==> config.mk <==
export PLATFORM = sky130hd
export DESIGN_NAME = boot_flash_lock_protection
export DESIGN_NICKNAME = d
export VERILOG_FILES = /design/src/core/flash_prot_pkg.sv /design/src/core/section_decoder.sv /design/src/core/boot_flash_lock_protection.sv
export VERILOG_INCLUDE_DIRS = /design/src /design/src/core
export SDC_FILE = /design/constraint.sdc
export NUM_CORES = 1
export LEC_CHECK = 0
export ABC_AREA = 1
export BUFFER_PORTS_ARGS = -buffer_cell sky130_fd_sc_hd__buf_4
export CORE_MARGIN = 2
export CORE_UTILIZATION = 35
export CTS_CLUSTER_DIAMETER = 120
export DETAILED_ROUTE_END_ITERATION = 8
export PLACE_DENSITY = 0.74
export SLEW_MARGIN = 10
export SYNTH_ARGS = -nofsm -noshare
export SYNTH_HDL_FRONTEND = slang
export SYNTH_SLANG_ARGS = --single-unit
==> constraint.sdc <==
create_clock -name ref_clk -period 2.1 [get_ports ref_clk]
set_input_delay 0.105 -clock ref_clk [delete_from_list [all_inputs] [get_ports ref_clk]]
set_output_delay 0.105 -clock ref_clk [all_outputs]
set_load 0.005 [all_outputs]
==> src/core/flash_prot_defs.svh <==
`ifndef FLASH_PROT_DEFS_SVH
`define FLASH_PROT_DEFS_SVH

// Register byte addresses
`define LOCK_OFS 8'h00
`define CTRL_OFS 8'h04
`define STAT_OFS 8'h08
`define PTR_OFS 8'h0c

// Lock field bit positions, 1 = unprogrammed
`define LK_APP_WR 0
`define LK_APP_RD 1
`define LK_BOOT_WR 2
`define LK_BOOT_RD 3
`define LOCK_RST 4'hf

// Control and status bit positions
`define CTRL_IVB 0
`define CTRL_RST 1'h0
`define ST_STORE_DENY 0
`define ST_LOAD_DENY 1
`define ST_PC_BOOT 2
`define ST_RSTFUSE 3
`define ST_SIZE_LO 4

// Reset vector when the boot-reset fuse is unprogrammed
`define APP_RESET_VEC 32'h0000_0000

`endif

==> src/core/flash_prot_pkg.sv <==
package flash_prot_pkg;

    // Which flash section an address falls in
    typedef enum logic {
        SEC_APP,
        SEC_BOOT
    } section_e;

endpackage

==> src/core/section_decoder.sv <==
`timescale 1ns/1ps

module section_decoder
    import flash_prot_pkg::*;
#(
    parameter int WORD_W = 15,
    parameter int BOOT_MIN_WORDS = 512
) (
    input wire logic [WORD_W-1:0] word_addr, // Word address to classify
    input wire logic [1:0] boot_size_fuses, // Boot size selection
    output logic [WORD_W-1:0] boot_start, // First boot word
    output section_e section // Resulting section
);

    logic [WORD_W:0] boot_words;
    logic [WORD_W:0] boundary;

    // Boot size doubles per step down of the fuse code
    always_comb begin
        boot_words = (WORD_W+1)'(BOOT_MIN_WORDS) << (2'd3 - boot_size_fuses);
        boundary = (WORD_W+1)'(1) << WORD_W;
        boundary = boundary - boot_words;
        boot_start = boundary[WORD_W-1:0];
        section = ({1'b0, word_addr} >= boundary) ? SEC_BOOT : SEC_APP;
    end

endmodule

==> src/core/boot_flash_lock_protection.sv <==
// The implementer's own choices: the APB interface to the registers and the register offsets.
`timescale 1ns/1ps
`include "flash_prot_defs.svh"

module boot_flash_lock_protection
    import flash_prot_pkg::*;
#(
    parameter int PROG_BYTES = 65536,
    parameter int PAGE_WORD_BITS = 7,
    parameter int BOOT_MIN_WORDS = 512
) (
    input wire logic ref_clk, // System clock
    input wire logic srst, // Synchronous reset, high
    input wire logic psel, // APB select
    input wire logic penable, // APB enable
    input wire logic pwrite, // APB direction
    input wire logic [7:0] paddr, // APB byte address
    input wire logic [31:0] pwdata, // APB write data
    output logic [31:0] prdata, // APB read data
    output logic pready, // APB ready
    output logic pslverr, // APB error
    input wire logic boot_reset_fuse, // Reset vector fuse
    input wire logic [1:0] boot_size_fuses, // Boot size fuses
    input wire logic chip_erase_req, // External chip erase pulse
    input wire logic ext_lock_wr, // External lock program pulse
    input wire logic [3:0] ext_lock_data, // Lock bits, 0 programs
    input wire logic [(PROG_BYTES/2 > 1 ? $clog2(PROG_BYTES/2)-1 : 0):0] pc, // Word PC
    input wire logic [7:0] pointer_low_byte, // Pointer low byte
    input wire logic [7:0] pointer_high_byte, // Pointer high byte
    input wire logic [7:0] pointer_extension_reg, // Pointer extension
    input wire logic program_store_instr, // Store instruction pulse
    input wire logic program_load_instr, // Load instruction pulse
    output logic store_grant, // Programming started, pulse
    output logic store_deny, // Store refused, pulse
    output logic [31:0] prog_page, // Latched page number
    output logic [PAGE_WORD_BITS-1:0] prog_word, // Latched word in page
    output logic load_grant, // Load allowed, pulse
    output logic load_deny, // Load blocked, pulse
    output logic [31:0] load_word_addr, // Word address of load
    output logic load_byte_hi, // High byte of word selected
    output logic irq_enable, // Interrupts permitted
    output logic [31:0] reset_vector // Word address after reset
);

    localparam int ADDR_W = $clog2(PROG_BYTES);
    localparam int WORD_W = ADDR_W - 1;

    // Elaboration checks on the parameters
    generate
        if (PROG_BYTES < 1024 || (PROG_BYTES & (PROG_BYTES - 1)) != 0) begin : g_bad_size
            $error("PROG_BYTES must be a power of two, at least 1024");
        end
        if (PROG_BYTES > 16777216) begin : g_bad_ptr
            $error("PROG_BYTES exceeds the 24-bit pointer");
        end
        if (PAGE_WORD_BITS < 1 || PAGE_WORD_BITS >= WORD_W) begin : g_bad_page
            $error("PAGE_WORD_BITS out of range");
        end
        if (BOOT_MIN_WORDS * 8 > PROG_BYTES / 2) begin : g_bad_boot
            $error("BOOT_MIN_WORDS too large for the flash");
        end
    endgenerate

    logic [3:0] lock_q;
    logic ivec_boot_q;
    logic store_deny_flag_q;
    logic load_deny_flag_q;
    logic [31:0] prdata_q;
    logic store_grant_q;
    logic store_deny_q;
    logic load_grant_q;
    logic load_deny_q;
    logic [WORD_W-PAGE_WORD_BITS-1:0] page_q;
    logic [PAGE_WORD_BITS-1:0] word_q;
    logic [WORD_W-1:0] load_word_q;
    logic byte_hi_q;
    logic [31:0] reset_vec_q;
    logic [ADDR_W-1:0] ptr;
    logic [WORD_W-1:0] boot_start;
    section_e pc_sec;
    section_e tgt_sec;
    logic app_wr_open;
    logic app_rd_open;
    logic boot_wr_open;
    logic boot_rd_open;
    logic store_ok;
    logic load_ok;
    logic wr_en;
    logic rd_setup;
    logic addr_ok;

    // Pointer: extension byte only when flash exceeds 64 Kbytes
    generate
        if (ADDR_W > 16) begin : g_ext
            assign ptr = {pointer_extension_reg[ADDR_W-17:0], pointer_high_byte,
                pointer_low_byte};
        end else begin : g_noext
            logic [15:0] ptr16;
            assign ptr16 = {pointer_high_byte, pointer_low_byte};
            assign ptr = ptr16[ADDR_W-1:0];
        end
    endgenerate

    // Boundary compare for the executing code and the addressed word
    section_decoder #(
        .WORD_W(WORD_W),
        .BOOT_MIN_WORDS(BOOT_MIN_WORDS)
    ) u_pc_dec (
        .word_addr(pc[WORD_W-1:0]),
        .boot_size_fuses(boot_size_fuses),
        .boot_start(boot_start),
        .section(pc_sec)
    );

    section_decoder #(
        .WORD_W(WORD_W),
        .BOOT_MIN_WORDS(BOOT_MIN_WORDS)
    ) u_tgt_dec (
        .word_addr(ptr[ADDR_W-1:1]),
        .boot_size_fuses(boot_size_fuses),
        .boot_start(),
        .section(tgt_sec)
    );

    // Access permission from the lock fields and the PC and target sections
    always_comb begin
        app_wr_open = lock_q[`LK_APP_WR];
        app_rd_open = lock_q[`LK_APP_RD];
        boot_wr_open = lock_q[`LK_BOOT_WR];
        boot_rd_open = lock_q[`LK_BOOT_RD];
        // General lock modes take no part here
        store_ok = (pc_sec == SEC_BOOT) &&
            ((tgt_sec == SEC_APP) ? app_wr_open : boot_wr_open);
        load_ok = 1'b1;
        if (pc_sec == SEC_BOOT && tgt_sec == SEC_APP && !app_rd_open)
            load_ok = 1'b0;
        if (pc_sec == SEC_APP && tgt_sec == SEC_BOOT && !boot_rd_open)
            load_ok = 1'b0;
    end

    // Store handling and address latch
    always_ff @(posedge ref_clk) begin
        if (srst) begin
            store_grant_q <= 1'b0;
            store_deny_q <= 1'b0;
            page_q <= '0;
            word_q <= '0;
        end else begin
            store_grant_q <= program_store_instr && store_ok;
            store_deny_q <= program_store_instr && !store_ok;
            if (program_store_instr && store_ok) begin
                page_q <= ptr[ADDR_W-1:PAGE_WORD_BITS+1];
                word_q <= ptr[PAGE_WORD_BITS:1];
            end
        end
    end

    // Load handling, byte addressed
    always_ff @(posedge ref_clk) begin
        if (srst) begin
            load_grant_q <= 1'b0;
            load_deny_q <= 1'b0;
            load_word_q <= '0;
            byte_hi_q <= 1'b0;
        end else begin
            load_grant_q <= program_load_instr && load_ok;
            load_deny_q <= program_load_instr && !load_ok;
            if (program_load_instr && load_ok) begin
                load_word_q <= ptr[ADDR_W-1:1];
                byte_hi_q <= ptr[0];
            end
        end
    end

    // Interrupt gating when vectors sit in the other section
    always_comb begin
        irq_enable = 1'b1;
        if (!app_rd_open && ivec_boot_q && pc_sec == SEC_APP)
            irq_enable = 1'b0;
        if (!boot_rd_open && !ivec_boot_q && pc_sec == SEC_BOOT)
            irq_enable = 1'b0;
    end

    // Reset vector captured while reset is held
    always_ff @(posedge ref_clk) begin
        if (srst) begin
            if (boot_reset_fuse)
                reset_vec_q <= `APP_RESET_VEC;
            else
                reset_vec_q <= 32'(boot_start);
        end
    end

    // APB decode
    always_comb begin
        wr_en = psel && penable && pwrite;
        rd_setup = psel && !penable && !pwrite;
        addr_ok = (paddr == `LOCK_OFS) || (paddr == `CTRL_OFS) ||
            (paddr == `STAT_OFS) || (paddr == `PTR_OFS);
    end

    // Lock field: writes may only program, erase restores; srst leaves it alone
    always_ff @(posedge ref_clk) begin
        if (chip_erase_req) begin
            lock_q <= `LOCK_RST;
        end else if (!srst) begin
            if (wr_en && paddr == `LOCK_OFS)
                lock_q <= lock_q & pwdata[3:0] &
                    (ext_lock_wr ? ext_lock_data : 4'hf);
            else if (ext_lock_wr)
                lock_q <= lock_q & ext_lock_data;
        end
    end

    // Vector placement control
    always_ff @(posedge ref_clk) begin
        if (srst)
            ivec_boot_q <= `CTRL_RST;
        else if (wr_en && paddr == `CTRL_OFS)
            ivec_boot_q <= pwdata[`CTRL_IVB];
    end

    // Sticky refusal flags, write one clears, set wins
    always_ff @(posedge ref_clk) begin
        if (srst) begin
            store_deny_flag_q <= 1'b0;
            load_deny_flag_q <= 1'b0;
        end else begin
            if (store_deny_q)
                store_deny_flag_q <= 1'b1;
            else if (wr_en && paddr == `STAT_OFS && pwdata[`ST_STORE_DENY])
                store_deny_flag_q <= 1'b0;
            if (load_deny_q)
                load_deny_flag_q <= 1'b1;
            else if (wr_en && paddr == `STAT_OFS && pwdata[`ST_LOAD_DENY])
                load_deny_flag_q <= 1'b0;
        end
    end

    // Read data sampled in the setup cycle; fuses are read only
    always_ff @(posedge ref_clk) begin
        if (srst) begin
            prdata_q <= '0;
        end else if (rd_setup) begin
            case (paddr)
                `LOCK_OFS: prdata_q <= {28'h0, lock_q};
                `CTRL_OFS: prdata_q <= {31'h0, ivec_boot_q};
                `STAT_OFS: prdata_q <= {26'h0, boot_size_fuses, boot_reset_fuse,
                    pc_sec == SEC_BOOT, load_deny_flag_q, store_deny_flag_q};
                `PTR_OFS: prdata_q <= 32'(ptr);
                default: prdata_q <= '0;
            endcase
        end
    end

    assign prdata = prdata_q;
    assign pready = 1'b1;
    assign pslverr = psel && penable && !addr_ok;
    assign store_grant = store_grant_q;
    assign store_deny = store_deny_q;
    assign prog_page = 32'(page_q);
    assign prog_word = word_q;
    assign load_grant = load_grant_q;
    assign load_deny = load_deny_q;
    assign load_word_addr = 32'(load_word_q);
    assign load_byte_hi = byte_hi_q;
    assign reset_vector = reset_vec_q;

    property p_store_from_app;
        @(posedge ref_clk) disable iff (srst)
        program_store_instr && pc_sec == SEC_APP |=> !store_grant && store_deny;
    endproperty
    a_store_from_app: assert property (p_store_from_app)
        else $error("store from application section was granted");

    property p_app_write;
        @(posedge ref_clk) disable iff (srst)
        program_store_instr && tgt_sec == SEC_APP && !lock_q[`LK_APP_WR]
        |=> !store_grant;
    endproperty
    a_app_write: assert property (p_app_write)
        else $error("store to locked application section granted");

    property p_boot_write;
        @(posedge ref_clk) disable iff (srst)
        program_store_instr && tgt_sec == SEC_BOOT && !lock_q[`LK_BOOT_WR]
        |=> !store_grant;
    endproperty
    a_boot_write: assert property (p_boot_write)
        else $error("store to locked boot section granted");

    property p_app_read;
        @(posedge ref_clk) disable iff (srst)
        program_load_instr && pc_sec == SEC_BOOT && tgt_sec == SEC_APP &&
        !lock_q[`LK_APP_RD] |=> load_deny && !load_grant;
    endproperty
    a_app_read: assert property (p_app_read)
        else $error("boot load of protected application granted");

    property p_boot_read;
        @(posedge ref_clk) disable iff (srst)
        program_load_instr && pc_sec == SEC_APP && tgt_sec == SEC_BOOT &&
        !lock_q[`LK_BOOT_RD] |=> load_deny && !load_grant;
    endproperty
    a_boot_read: assert property (p_boot_read)
        else $error("application load of protected boot granted");

    property p_open_load;
        @(posedge ref_clk) disable iff (srst)
        program_load_instr && lock_q == `LOCK_RST |=> load_grant && !load_deny;
    endproperty
    a_open_load: assert property (p_open_load)
        else $error("load refused with all lock bits open");

    property p_lock_sticky;
        @(posedge ref_clk) disable iff (srst)
        !chip_erase_req |=> (lock_q & ~$past(lock_q)) == 4'h0;
    endproperty
    a_lock_sticky: assert property (p_lock_sticky)
        else $error("lock bit returned to unprogrammed without erase");

    property p_latch;
        @(posedge ref_clk) disable iff (srst)
        !(program_store_instr && store_ok) |=> $stable(page_q) && $stable(word_q);
    endproperty
    a_latch: assert property (p_latch)
        else $error("latched address moved without a granted store");

    property p_irq_app;
        @(posedge ref_clk) disable iff (srst)
        !lock_q[`LK_APP_RD] && ivec_boot_q && pc_sec == SEC_APP |-> !irq_enable;
    endproperty
    a_irq_app: assert property (p_irq_app)
        else $error("interrupts enabled in read-protected application");

    property p_irq_boot;
        @(posedge ref_clk) disable iff (srst)
        !lock_q[`LK_BOOT_RD] && !ivec_boot_q && pc_sec == SEC_BOOT |-> !irq_enable;
    endproperty
    a_irq_boot: assert property (p_irq_boot)
        else $error("interrupts enabled in read-protected boot section");

    property p_reset_vec;
        @(posedge ref_clk)
        srst && boot_reset_fuse |=> reset_vector == `APP_RESET_VEC;
    endproperty
    a_reset_vec: assert property (p_reset_vec)
        else $error("reset vector not zero with fuse unprogrammed");

endmodule

# Word level (Yosys, flattened, before mapping)
# Index checks and enable logic that the tools add are counted.
# totals
in_bits	95
elab_cells	83
output_inout_bits	143
regBits	106
# classes
eq_ne	3
reduce_logical	39
n_addsub	2
mux	15
bitwise_logic	6
shift	1
order_cmp	2
# op_table
op	count
case mux 16 bit (4 select lines)	1
greater-or-equal comparator 15 x 16 -> 1 bit	2
logical AND 1 bit	23
equality test 8 x 4 -> 1 bit, second input constant	2
<< shifter 10 x 2 -> 16 bit, first input constant	1
subtractor 16 bit, first input constant	1
AND 4 bit	3
2-to-1 mux 4 bit	3
2-to-1 mux 1 bit	11
equality test 8 x 3 -> 1 bit, second input constant	1
zero test 1 bit	8
zero test 8 bit	1
nonzero test 2 bit	3
logical OR 1 bit	3
NOT 1 bit	3
AND reduction 2 bit	1
subtractor 2 bit, first input constant	1

# Depth between registers and ports, before layout
# Gate-level depths: netlist of the first run.
# logic_depth
depth_word	12
mapped_depth	19
mapped_depth_nobuf	18

# Modules after synthesis
# Synthesis of the first run repeated with hierarchy kept, for this count alone.
# hier_totals
cells_unflattened	544
hier_area_um2	4246.6
# modules_own_cells
mod	area_each_um2	seq_area_each_um2	cells_each	n_inst
boot_flash_lock_protection	3651.0	1611.5	454	1
section_decoder	297.8	0.0	45	2

# Worst setup path after synthesis of the first run
# No wires, ideal clock.
# synth_timing
path_kind	input to register
from	input boot_size_fuses[0]
to	register load_word_q[10]
setup_ps	110
required_time_ps	1990
n_path_buf	1
path_slack_ps	68
cell_stages	17
arrival_time_ps	1922
cell_sequence	nand2_1 -> ha_1 -> nand2_4 -> inv_4 -> ha_1 -> inv_1 -> nor2_1 -> nand3_1 -> nor2_1 -> nor2_2 -> nand2_2 -> nand3_2 -> nand3_4 -> buf_8 -> nand2_2 -> inv_1 -> nor2_1
# synth_between
elab_chain_cells	11
# synth_lines
item	line_no	text
start: declaration	boot_flash_lock_protection.sv:23	input wire logic [1:0] boot_size_fuses,
subtractor 2 bit *	section_decoder.sv:20	boot_words = (WORD_W+1)'(BOOT_MIN_WORDS) << (2'd3 - boot_size_fuses);
<< shifter 10 x 2 -> 16 bit *	section_decoder.sv:20	
subtractor 16 bit *	section_decoder.sv:22	boundary = boundary - boot_words;
greater-or-equal comparator 15 x 16 -> 1 bit	section_decoder.sv:24	section = ({1'b0, word_addr} >= boundary) ? SEC_BOOT : SEC_APP;
2-to-1 mux 1 bit	section_decoder.sv:24	
NOT 1 bit	boot_flash_lock_protection.sv:135	if (pc_sec == SEC_BOOT && tgt_sec == SEC_APP && !app_rd_open)
logical AND 1 bit (2 in series)	boot_flash_lock_protection.sv:135	
2-to-1 mux 1 bit	boot_flash_lock_protection.sv:135	
2-to-1 mux 1 bit *	boot_flash_lock_protection.sv:137	if (pc_sec == SEC_APP && tgt_sec == SEC_BOOT && !boot_rd_open)
logical AND 1 bit *	boot_flash_lock_protection.sv:168	if (program_load_instr && load_ok) begin
end signal: assignment	boot_flash_lock_protection.sv:169	load_word_q <= ptr[ADDR_W-1:1];
end: declaration	boot_flash_lock_protection.sv:75	logic [WORD_W-1:0] load_word_q;
# Every way passes the cells marked *; elsewhere a longest branch is shown, timed or not.
# A chain may end at the register's enable or synchronous reset.

# Worst setup path after layout of the first run
# layout_timing
from	input boot_size_fuses[0]
to	output irq_enable
# layout_between
elab_chain_cells	9
# layout_lines
item	line_no	text
subtractor 2 bit *	section_decoder.sv:20	
<< shifter 10 x 2 -> 16 bit *	section_decoder.sv:20	
subtractor 16 bit *	section_decoder.sv:22	
greater-or-equal comparator 15 x 16 -> 1 bit *	section_decoder.sv:24	
2-to-1 mux 1 bit *	section_decoder.sv:24	
NOT 1 bit	boot_flash_lock_protection.sv:178	if (!app_rd_open && ivec_boot_q && pc_sec == SEC_APP)
logical AND 1 bit	boot_flash_lock_protection.sv:178	
2-to-1 mux 1 bit	boot_flash_lock_protection.sv:178	
2-to-1 mux 1 bit *	boot_flash_lock_protection.sv:180	if (!boot_rd_open && !ivec_boot_q && pc_sec == SEC_BOOT)
end: declaration	boot_flash_lock_protection.sv:41	output logic irq_enable,
# Marks and branches as above.

==> results of run 1 <==
-- layer usage --
metal	GRT usage, %	routed length, um	part of all wire, %
met1	20.99	4412	43
met2	25.63	4750	47
met3	3.642	770	7.6
met4	6.992	220	2.2
met5	0	0	0
-- cell usage in the layout, fill, tap and decap left out, drive strengths merged --
| cell | n |
|---|---|
| nand2 | 133 |
| conb | 88 |
| dfxtp | 58 |
| o21ai | 11 |
| nand4 | 34 |
| nor4 | 1 |
| o22ai | 1 |
| o221ai | 2 |
| o21bai | 1 |
| clkbuf | 11 |
| a21oi | 22 |
| buf | 130 |
| nand3 | 32 |
| bufinv | 1 |
| inv | 110 |
| nor2 | 53 |
| ha | 11 |
| or2 | 1 |
| clkinvlp | 1 |
| o211ai | 8 |
| edfxtp | 6 |
| clkinv | 5 |
| nor3 | 3 |
-- cells by family (layout without fill, tap and decap cells) --
family,after synthesis,count (layout)
compound gates,45,45
fa+ha+maj,11,11
buf+inv,214,258
flops,64,64
other cells,2,88
simple gates,257,257
-- flip-flops by register name, summed over array words and instances, names as in the netlist --
register,cells
ivec_boot_q,1
load_byte_hi,1
load_deny,1
load_deny_flag_q,1
load_grant,1
load_word_q,15
lock_q,4
page_q,8
prdata,16
prog_word,7
reset_vector,6
store_deny,1
store_deny_flag_q,1
store_grant,1
-- per-stage QoR --
| step | utilization [%] | TNS, ps | setup WS [ps] | hold WS (ps) |
|---|---|---|---|---|
| finish | 45.87 | 0 | 163.4 | 31.94 |
| global route | 45.87 | 0 | 18.18 | 50.48 |
| CTS | 45.59 | 0 | 48.21 | 28.18 |
| detailed placement | 42.83 | -3041 | -133.9 | 378.7 |
| global placement | 42.83 | -1063 | -56.52 | 378.2 |
| floorplan | - | 0 | 68.11 | 217.5 |
-- repair_timing --
item                       CTS  global route
hold buffers                 0             0
setup endpoints to repair    0             2
gates resized for setup      0             4
buffers inserted             0             2
-- tightest hold or removal path: cells and delay by family --
| kind | cells | cell delay, ps |
|---|---|---|
| buf+inv | 2 | 140 |
| simple gates | 1 | 90 |
-- cell type report --
cell class / instances / area, um2 / share of cell area (%)
repair buffers: 130 / 1013 / 19.27
clock inverters: 5 / 52.55 / 0.9990
multi-input cells: 401 / 1987 / 37.77
clock buffers: 11 / 264.0 / 5.019
well taps: 143 / 178.9 / 3.402
flip-flops and latches: 64 / 1341 / 25.50
inverters: 112 / 422.9 / 8.040
-- power groups by stage --
stage	sequential [mW]	combinational (mW)	clock (mW)
floorplan	1.38	0.518	0
global placement	1.37	0.716	0
detailed placement	1.38	0.726	0
CTS	1.35	0.728	1.59
global route	1.36	0.830	1.64
finish	1.35	0.736	1.56
-- worst min-delay path by stage --
stage / endpoint
final: lock_q[3]$_SDFFE_PP1P_
after global routing: reset_vector[12]$_SDFFCE_PP0P_
after CTS: lock_q[0]$_SDFFE_PP1P_
after detailed placement: lock_q[0]$_SDFFE_PP1P_
after global placement: lock_q[3]$_SDFFE_PP1P_
after floorplan: reset_vector[10]$_SDFFCE_PP0P_
==> results list, run 1 <==
- Main combinational cell family by area after synthesis: simple AND/OR/NAND/NOR gates
- Startpoint of the worst register-to-register path: lock_q[3]$_SDFFE_PP1P_
- DRC: 0
* Final Setup Violations: 0
* Final cycle utilization of the critical path: 92.22%
- The post-route netlist has 25.86% of its cells at a drive strength greater than 1.
* Drt first pass iters: 5
- Yosys mapped a number of flops with a built-in enable equal to 6.
- Once layout is complete, the cells apart from fillers number 866.
- Of the total power, the share spent switching nets is 27.13%.
- The largest single stage delay on the critical path is 250 ps.
* Leakage power figure: 2.825 nW
- Critical Path End Type: output port
* Total via count in the routed design: 3,749
* Worst slew margin relative to its limit: 65.87%
- The biggest area contributor in the post-synthesis netlist is sky130_fd_sc_hd__dfxtp_1.
- Counting both buffers and inverters, the worst setup path holds a total of 6.
* Number of global-route vias before repair: 3,266
- The share of the Yosys chip area taken by registers is 32.41%.
- Once the floorplan was initialized, standard cells occupied 36.09% of the core.
- Final hold viol count: 0
* Number of antenna cells inserted: 0
- Share of total power in combinational logic: 20.2%
- WL per Instance: 11.73 um
- The die covers 0.01271 mm2.
- Internal Pwr Total: 2.657 mW
- Max Freq: 0.5164 GHz
* Portion of synthesized cell area occupied by the leading cell type: 28.05%
* Crit Path Category: input port to output port
- Post-synthesis cell count: 593
- Distinct cell type count after synthesis: 36
* Max Cap Viol: 0
- Buffers inserted during clock tree synthesis total 9.
- Worst setup skew after layout: 5.969 ps
- In this run the worst setup path terminates at irq_enable.
* Number of cells on the worst reg-to-reg path: 6
- Family with the most delay on the worst path: simple AND/OR/NAND/NOR gates
* Worst supply voltage drop on vdd: 0.3585 mV
* Max-slew violation total from the final report: 0
- Of the post-synthesis cell area, the part taken by muxes is 0%.
* Clock edge transition at the registers on the reported setup and hold paths: 60 ps
- Ranked by total cell area, the synthesized netlist is headed by sky130_fd_sc_hd__dfxtp_1 28%, sky130_fd_sc_hd__buf_4 15%, sky130_fd_sc_hd__nand2_1 9.9%.
- The initial antenna violation count is 0.
- RSZ-0062 raised after global routing: false
* Parity-gate share of the synthesized area counting xor and xnor cells: 0%
- The slowest stage of the critical path belongs to the cell sky130_fd_sc_hd__ha_4.
- Overall power consumption after layout is estimated at 3.646 mW.
- Summed over all layers, the routed wires come to 10.15 mm.
- The worst hold path begins at chip_erase_req.
- CTS placed an instance of sky130_fd_sc_hd__clkbuf_16 at the clock tree root.
- The most common cell in the synthesized netlist is sky130_fd_sc_hd__nand2_1.
- Maximum fanout along the worst path: 4
- For the worst setup path, the data arrival time is 1830 ps.
- After detailed routing, the number of vias per cell comes to 4.329.
- Sequential share of power: 37.0%
- STA classifies the critical path startpoint as an input port.
- Register-to-register setup slack: 910 ps
- The most used flip-flop cell after synthesis is sky130_fd_sc_hd__dfxtp_1.
- The area growth from synthesis to layout is 27.09%.
- Most numerous cell types in the synthesized netlist: 109 x sky130_fd_sc_hd__nand2_1, 106 x sky130_fd_sc_hd__inv_1, 85 x sky130_fd_sc_hd__buf_4
- Share of flip-flops with an asynchronous set or reset after synthesis: 0%
- At the worst endpoint, the required time is 2000 ps.
- CTS HTree Levels: 3
- The clock passes through at most 2 buffers.
- In this run the worst hold path is classified as input port to flop.
- In this run the power spent charging and discharging nets is 989.1 uW.
* Detailed placement HPWL: 8.077 mm
- Terminus of the critical flop-to-flop path: load_word_q[6]$_SDFFE_PP0P_
* WHS Path Cells: 3
* Relative contribution of the clock network to total power: 42.8%
* Clock latency of the later-clocked register in the worst-skew pair: 340 ps
* Yosys warnings: 0
- Summing all non-filler instances in the final layout gives an area of 0.005260 mm2.
- The floorplan step defined a core boundary enclosing 0.01147 mm2.
- Ordered cell list for the critical path: buf_4 -> inv_1 -> nand2_1 -> ha_2 -> nand2_4 -> inv_4 -> ha_4 -> inv_1 -> nor2_1 -> nand3_1 -> nor2_2 -> nor2_2 -> nand2_2 -> buf_12 -> o21ai_0 -> o21ai_1 -> buf_4
- The detail route stage leaves a number of antenna-violating nets equal to 0.
- After floorplanning, the core was divided into 39 placement rows.
- Areal power density over the cells: 693.1 mW/mm2
- Counting every sink on the clock net gives 64.
- Number of flip-flops and latches in the synthesized netlist: 64
- Boundary pin count: 238
- Summing the areas of all compound-gate instances in the mapped netlist gives 6.288% of the synthesized area.
* Filler cell count in the final layout: 1,147
* Drt initial violations: 230
- Including well taps, the total number of placed cells is 848.
* Post-place instance area: 0.004911 mm2
- Total global-route track usage: 16.10%
* Maximum number of pins on one net before global-route repair: 35
* Average footprint of a synthesized cell: 6.980 um2
* First-pass GRT wire length: 16.17 mm
* Number of port buffers: 109
* Cell count along the critical path: 17
* Total overflow reported by the global router: 0
- Summing the areas of all fa, ha and maj instances in the mapped netlist gives 3.325% of the synthesized area.
- Post-Syn Area: 0.004139 mm2
* Floorplan die width: 112.7 um
* Die Height: 112.7 um
- Routability cong.: 0.8497
- Post-layout minimum cycle time: 1937 ps
- Result of the run: finished, final reports clean
- Fraction of the mapped netlist area in simple logic gates: 29.99%
* Pin slew with the least headroom to its limit: 511.4 ps
- For this run, the post-layout net count is 824.
- The critical path starts at boot_size_fuses[0].
- TritonCTS built the clock tree.
(Power assumes the default switching activity.)
==> run 2, diff against run 1 <==
BUFFER_PORTS_ARGS = default   (was -buffer_cell sky130_fd_sc_hd__buf_4)
DONT_BUFFER_PORTS = 1   (was default)
PLACE_DENSITY = 0.56   (was 0.74)
==> run 2 against run 1 <==
Net effect: non-clock buffer count decreased by 97; clock power down 3%; sequential share of layout area rose by 4.2 points; global-route usage up 0.27 points; register-to-register slack got worse by 20 ps; sequential power is essentially flat; fmax is 2.1% higher; worst setup slack gained 39 ps.
==> results list, run 2 (same netlist as run 1, synthesis figures left out) <==
- At the worst endpoint, the required time is 2320 ps.
- The final layout contains routed wiring with a total length of 10.30 mm.
- Core region area: 0.01147 mm2
* Hold slack final: 8.077 ps
- In this run the critical register-to-register path is captured at load_word_q[3]$_SDFFE_PP0P_.
- Post-layout minimum cycle time: 1897 ps
* Critical path data arrival time: 2120 ps
- Worst slew margin relative to its limit: 23.06%
- Share of total power in combinational logic: 15.9%
- In this run the count of I/O pins placed on the die edge is 238.
- Clock edge transition at the registers on the reported setup and hold paths: 50 ps
* Critical Path End Type: flop
* Maximum fanout along the worst path: 33
- The setup path with the least slack is of type input port to flop.
* Die Height: 112.7 um
* TritonCTS clock tree: built
- The flow ran to the end, and the final reports show no timing, DRC or antenna violations.
- After the first detailed-routing iteration, the DRC count stood at 220.
- DRC: 0
* Design area: 0.004522 mm2
- Post-place instance area: 0.004045 mm2
- Max-slew violation total from the final report: 0
- RSZ-0062 raised after global routing: false
- CTS Sinks: 64
- Startpoint of the lowest-slack hold path: program_store_instr
- Routability-driven placement finished with a final weighted congestion of 0.7998.
- The initial utilization of the core area, before any placement, comes to 36.09%.
- The worst hold path belongs to the class input port to flop.
- Detailed placement HPWL: 7.819 mm
- Inserted Clock Buffers: 9
* Maximum number of pins on one net before global-route repair: 34
- The path with the worst hold slack has its endpoint at prog_word[2]$_SDFFE_PP0P_.
- Register-to-register setup slack: 890 ps
* Vias per std cell: 4.456
- The initial antenna violation count was 0.
- Traced cell by cell, the critical path runs through dlygate4sd3_1 -> clkinv_1 -> buf_4 -> nand3_1 -> inv_1.
- Setup violations remaining at the end of the flow were counted as 0.
- The via count of the first global-routing pass is 3,197.
- After detailed routing, the average wire length per cell comes to 13.39 um.
- Number of buffers inserted for hold repair after clock tree synthesis: 17
- The register with the most flip-flops in the layout has 16 of them.
- Max Cap Viol: 0
* Total overflow reported by the global router: 0
* Max incr delay on CP: 1300 ps
* Worst supply voltage drop on vdd: 0.3787 mV
- Standard-cell row count: 39
- The H-tree was split into 3 levels.
- Clock root buffer: sky130_fd_sc_hd__clkbuf_16
- Leakage power figure: 2.311 nW
- Cell internal power was estimated by the tool at 2.489 mW.
* Worst setup skew after layout: 2.291 ps
- The die covers 0.01271 mm2.
* First-pass GRT wire length: 16.20 mm
* Areal power density over the cells: 757.5 mW/mm2
* Setup TNS: 0 ps
- Total global-route track usage: 16.37%
* Post_cts resized: 0
- Measured along the x axis, the die boundary spans 112.7 um.
- Leading cell type in the layout, fill and taps excluded: sky130_fd_sc_hd__nand2_1
- Sw power: 935.7 uW
- Total via count in the routed design: 3,427
* Sequential share of power: 40.0%
* Number of nets still failing antenna checks after routing: 0
* Relative contribution of the clock network to total power: 44.2%
- Type of origin of the critical path: input port
- The worst path uses 90.34% of the clock period.
- The number of antenna diodes in the final layout is 0.
* Number of cells on the worst reg-to-reg path: 6
* Startpoint of the worst register-to-register path: lock_q[3]$_SDFFE_PP1P_
- The top cell types in the final layout, fill and taps aside, are 109 x sky130_fd_sc_hd__nand2_1, 106 x sky130_fd_sc_hd__inv_1, 88 x sky130_fd_sc_hd__conb_1, 58 x sky130_fd_sc_hd__dfxtp_1, 49 x sky130_fd_sc_hd__nor2_1.
- The final hold violation count is 0.
* Number of port buffers: 0
- Share of cells above drive strength 1: 11.18%
- Drt first pass iters: 4
- Compared with the post-synthesis result, the final layout area differs by 9.250%.
* Pin slew with the least headroom to its limit: 1150 ps
* Post-layout net count: 727
- Switching share of power: 27.32%
- The slowest stage of the critical path is the sky130_fd_sc_hd__dlygate4sd3_1 cell.
- Maximum count of clock buffers along a single path: 2
- Along the worst hold path, the cell count comes to 3.
* Max Freq: 0.5271 GHz
- The later pin in the worst-skew pair is clocked with a latency of 330 ps.
- Post-CTS timing repair inserted 0 buffers for setup.
- Measured on the finished design, the core utilization comes to 39.43%.
run 2: changes by cell type in the layout (fill, tap and decap cells not counted), sizes merged:
cell,previous run,this run
buf,130,16
clkinv,5,4
dlygate4sd3,0,17
inv,110,111
run 2: per-layer routing:
layer / share of wire (%) / track usage (%) / vias to the layer above
li1: - / - / 1725
met1: 40 / 19.08 / 1531
met4: 2.3 / 6.748 / 0
met2: 48 / 27.66 / 152
met3: 9.3 / 5.410 / 19
met5: 0 / 0 / -
run 2: layout make-up:
type                    instances  area [um2]
inverters                     112       422.9
flip-flops and latches         64        1341
multi-input cells             401        1969
clock buffers                  11       252.7
well taps                     143       178.9
clock inverters                 5       53.80
repair buffers                 33       302.8
fillers                      1193        6945
run 2: power groups by stage:
stage	combinational, mW	sequential (mW)	clock, mW
after detailed placement	0.498	1.40	0
final	0.544	1.37	1.51
after floorplan	0.518	1.38	0
after CTS	0.546	1.37	1.54
after global routing	0.630	1.38	1.58
after global placement	0.487	1.40	0
run 2: worst max path at each step:
| stage | start | end | slack (ps) | cells past startpoint |
|---|---|---|---|---|
| 6_report | srst | store_deny$_SDFF_PP0_ | 200 | 5 |
| 5_1_grt | srst | store_deny$_SDFF_PP0_ | 30 | 5 |
| 4_1_cts | srst | store_deny$_SDFF_PP0_ | 200 | 5 |
| 3_5_place_dp | boot_size_fuses[0] | prog_word[5]$_SDFFE_PP0P_ | -80 | 18 |
| 3_3_place_gp | boot_size_fuses[0] | prog_word[5]$_SDFFE_PP0P_ | -30 | 18 |
| 2_1_floorplan | boot_size_fuses[0] | load_word_q[10]$_SDFFE_PP0P_ | 70 | 17 |
run 2: worst max-delay path: cells and delay by family:
family        cells  cell delay (ps)
buf+inv           4             1880
simple gates      1              120
run 2: metrics by stage:
step / std cells / worst slack (ps) / total power [mW]
3_3_place_gp: 736 / -27.14 / 1.882
5_1_grt: 769 / 32.91 / 3.592
6_report: 769 / 202.8 / 3.425
4_1_cts: 769 / 195.8 / 3.461
2_1_floorplan: 679 / 68.11 / 1.894
3_5_place_dp: 736 / -83.25 / 1.895
==> run 3, diff against run 2 <==
CORE_UTILIZATION = 40   (was 35)
PLACE_DENSITY = 0.61   (was 0.56)
clock period = 1.7 ns   (was 2.1 ns; I/O delays follow)
==> run 3 against run 2 <==
Net effect: register-to-register slack worse by 440 ps; flip-flop and latch count stayed put; worst setup slack worse by 87 ps; count of clock-buffer cells in the layout stayed put.
==> results list, run 3 (same netlist as run 1, synthesis figures left out) <==
* Most frequent cells in the layout: 105 x sky130_fd_sc_hd__nand2_1, 104 x sky130_fd_sc_hd__inv_1, 88 x sky130_fd_sc_hd__conb_1, 58 x sky130_fd_sc_hd__dfxtp_1, 49 x sky130_fd_sc_hd__nor2_1
- Tracing the worst setup path back leads to its startpoint at boot_size_fuses[0].
- Summing all multi-input logic gate instances after layout gives 0.002059 mm2.
- For hold timing, the worst endpoint is prog_word[1]$_SDFFE_PP0P_.
- Final hold viol count: 0
- Once detailed placement completed, the half-perimeter wirelength came to 7.867 mm.
- Type of origin of the critical path: input port
- Core region area: 0.01018 mm2
- Cell total after placement: 732
- The register with the most flip-flops in the layout has 16 of them.
- Clock latency of the later-clocked register in the worst-skew pair: 350 ps
- Final cycle utilization of the critical path: 93.18%
- Across the VDD grid, the largest voltage drop is 0.4085 mV.
* Floorplan die width: 105.7 um
* Maximum number of pins on one net before global-route repair: 35
- Dividing the detail-routed via count by the number of cells gives 4.551.
- Number of global-route vias before repair: 3,171
* Critical path data arrival time: 1500 ps
- The filler cells instantiated in the layout total 1,047.
* Leakage power figure: 2.335 nW
- The worst setup path is captured at an output port.
- Total wirelength of the detailed-routed design: 10.63 mm
- After detailed routing, the number of remaining DRC violations is 0.
- In this run the most critical hold path is launched from program_store_instr.
- Across the run, the number of max-cap violations was 0.
- Maximum count of clock buffers along a single path: 2
* Register-to-register setup slack: 450 ps
- Pin slew with the least headroom to its limit: 579.8 ps
* Terminus of the critical flop-to-flop path: load_word_q[12]$_SDFFE_PP0P_
- Areal power density over the cells: 865.5 mW/mm2
* Max-slew violation total from the final report: 0
- Worst setup skew after layout: 7.301 ps
* Max Freq: 0.6313 GHz
* Crit Path Category: input port to output port
* TritonCTS clock tree: built
* Routability cong.: 0.8696
- The die is 105.7 um tall.
- Setup violations remaining at the end of the flow were counted as 0.
* Overall power of the completed layout: 4.006 mW
- End-of-flow core utilization: 45.44%
* WHS Path Cells: 4
- Leading cell type in the layout, fill and taps excluded: sky130_fd_sc_hd__nand2_1
- From synthesis to final layout, the design area changed by 11.82%.
* CTS Sinks: 64
* Standard-cell row count: 37
* Post-layout minimum cycle time: 1584 ps
- Drt initial violations: 149
- Clock root buffer: sky130_fd_sc_hd__clkbuf_8
- WL per Instance: 13.76 um
- Result of the run: finished, final reports clean
- The final route contains 3,513 vias.
* Post-layout net count: 737
- Final instance count without filler cells: 772
- Worst slew margin relative to its limit: 61.22%
- Number of antenna cells inserted: 0
* Req. time, crit path: 1620 ps
- Once the floorplan was initialized, standard cells occupied 40.64% of the core.
- The H-tree generated during clock tree synthesis spans 3 levels.
- Clock tree synthesis inserted a total of 9 buffers.
* Startpoint of the worst register-to-register path: lock_q[3]$_SDFFE_PP1P_
- Registers take 0.001341 mm2.
- The initial antenna violation count came to 0.
- In this run the remaining antenna-violating nets after routing total 0.
- After clock tree synthesis, the clock-pin slew on the worst setup and hold paths is 80 ps.
* First-pass GRT wire length: 16.18 mm
- 238 I/O pins were placed.
- The tightest min-delay check is of the input port to flop type.
- Share of cells above drive strength 1: 13.68%
* Number of cells on the worst reg-to-reg path: 6
- In this run the worst path has a maximum fanout of 4.
- Floorplan die area: 0.01118 mm2
- Setup repair after global routing left no endpoint under its margin.
* Number of port buffers: 0
- Drt first pass iters: 4
* Total overflow reported by the global router: 0
- In the global route stage, overall resource usage came out at 18.64%.
==> run 3: per-stage QoR <==
stage	area [um2]	worst slack (ps)	setup TNS [ps]	hold WS (ps)
3_3_place_gp	4131	-180.8	-4804	158.0
5_1_grt	4628	8.297	0	10.86
6_report	4628	116.0	0	4.804
3_5_place_dp	4131	-249.4	-6641	160.7
4_1_cts	4601	79.88	0	0.9631
2_1_floorplan	4561	-158.0	-2549	197.5
==> run 3: timing repair <==
action | in CTS | in global routing
buffers inserted | 0 | 1
hold buffers | 21 | 0
setup endpoints to repair | 0 | 9
endpoints found under the hold margin | 69 | 0
gates resized for setup | 0 | 1
==> run 3: layout make-up <==
class	count	area share [%]
clock buffers	11	3.514
clock inverters	5	1.865
inverters	112	9.462
multi-input cells	403	44.50
flip-flops and latches	64	28.98
well taps	136	3.677
repair buffers	41	8.002
==> run 3: critical path, cell delays in order <==
cell and delay (ps):
sky130_fd_sc_hd__inv_12 30, sky130_fd_sc_hd__nand2_4 40, sky130_fd_sc_hd__ha_4 150, sky130_fd_sc_hd__nand2_4 70, sky130_fd_sc_hd__inv_6 50, sky130_fd_sc_hd__ha_4 260
sky130_fd_sc_hd__inv_2 30, sky130_fd_sc_hd__nor2_1 70, sky130_fd_sc_hd__nand3_1 70, sky130_fd_sc_hd__nor2_1 130, sky130_fd_sc_hd__nor2_2 50, sky130_fd_sc_hd__nand2_2 110
sky130_fd_sc_hd__buf_4 140, sky130_fd_sc_hd__o21ai_0 70, sky130_fd_sc_hd__o21ai_1 140
==> run 3: where the power goes <==
group | internal, mW | total, mW | leakage (nW) | switching [mW]
logic | 0.274 | 0.724 | 1.68 | 0.450
registers | 1.61 | 1.69 | 0.533 | 0.0730
clock network | 0.962 | 1.59 | 0.125 | 0.631
total | 2.85 | 4.01 | 2.33 | 1.15
==> run 3: worst max-delay path by stage <==
stage,slack (ps),endpoint
floorplan,-160,load_word_q[10]$_SDFFE_PP0P_
global placement,-180,load_word_q[2]$_SDFFE_PP0P_
detailed placement,-250,load_word_q[12]$_SDFFE_PP0P_
CTS,80,irq_enable
global route,8,load_word_q[7]$_SDFFE_PP0P_
finish,120,irq_enable
==> run 3: per-layer routing <==
metal | global-route usage, % | part of all wire (%)
met4 | 5.827 | 1.7
met1 | 21.35 | 39
met5 | 0 | 0
met2 | 33.04 | 50
met3 | 5.751 | 9.6
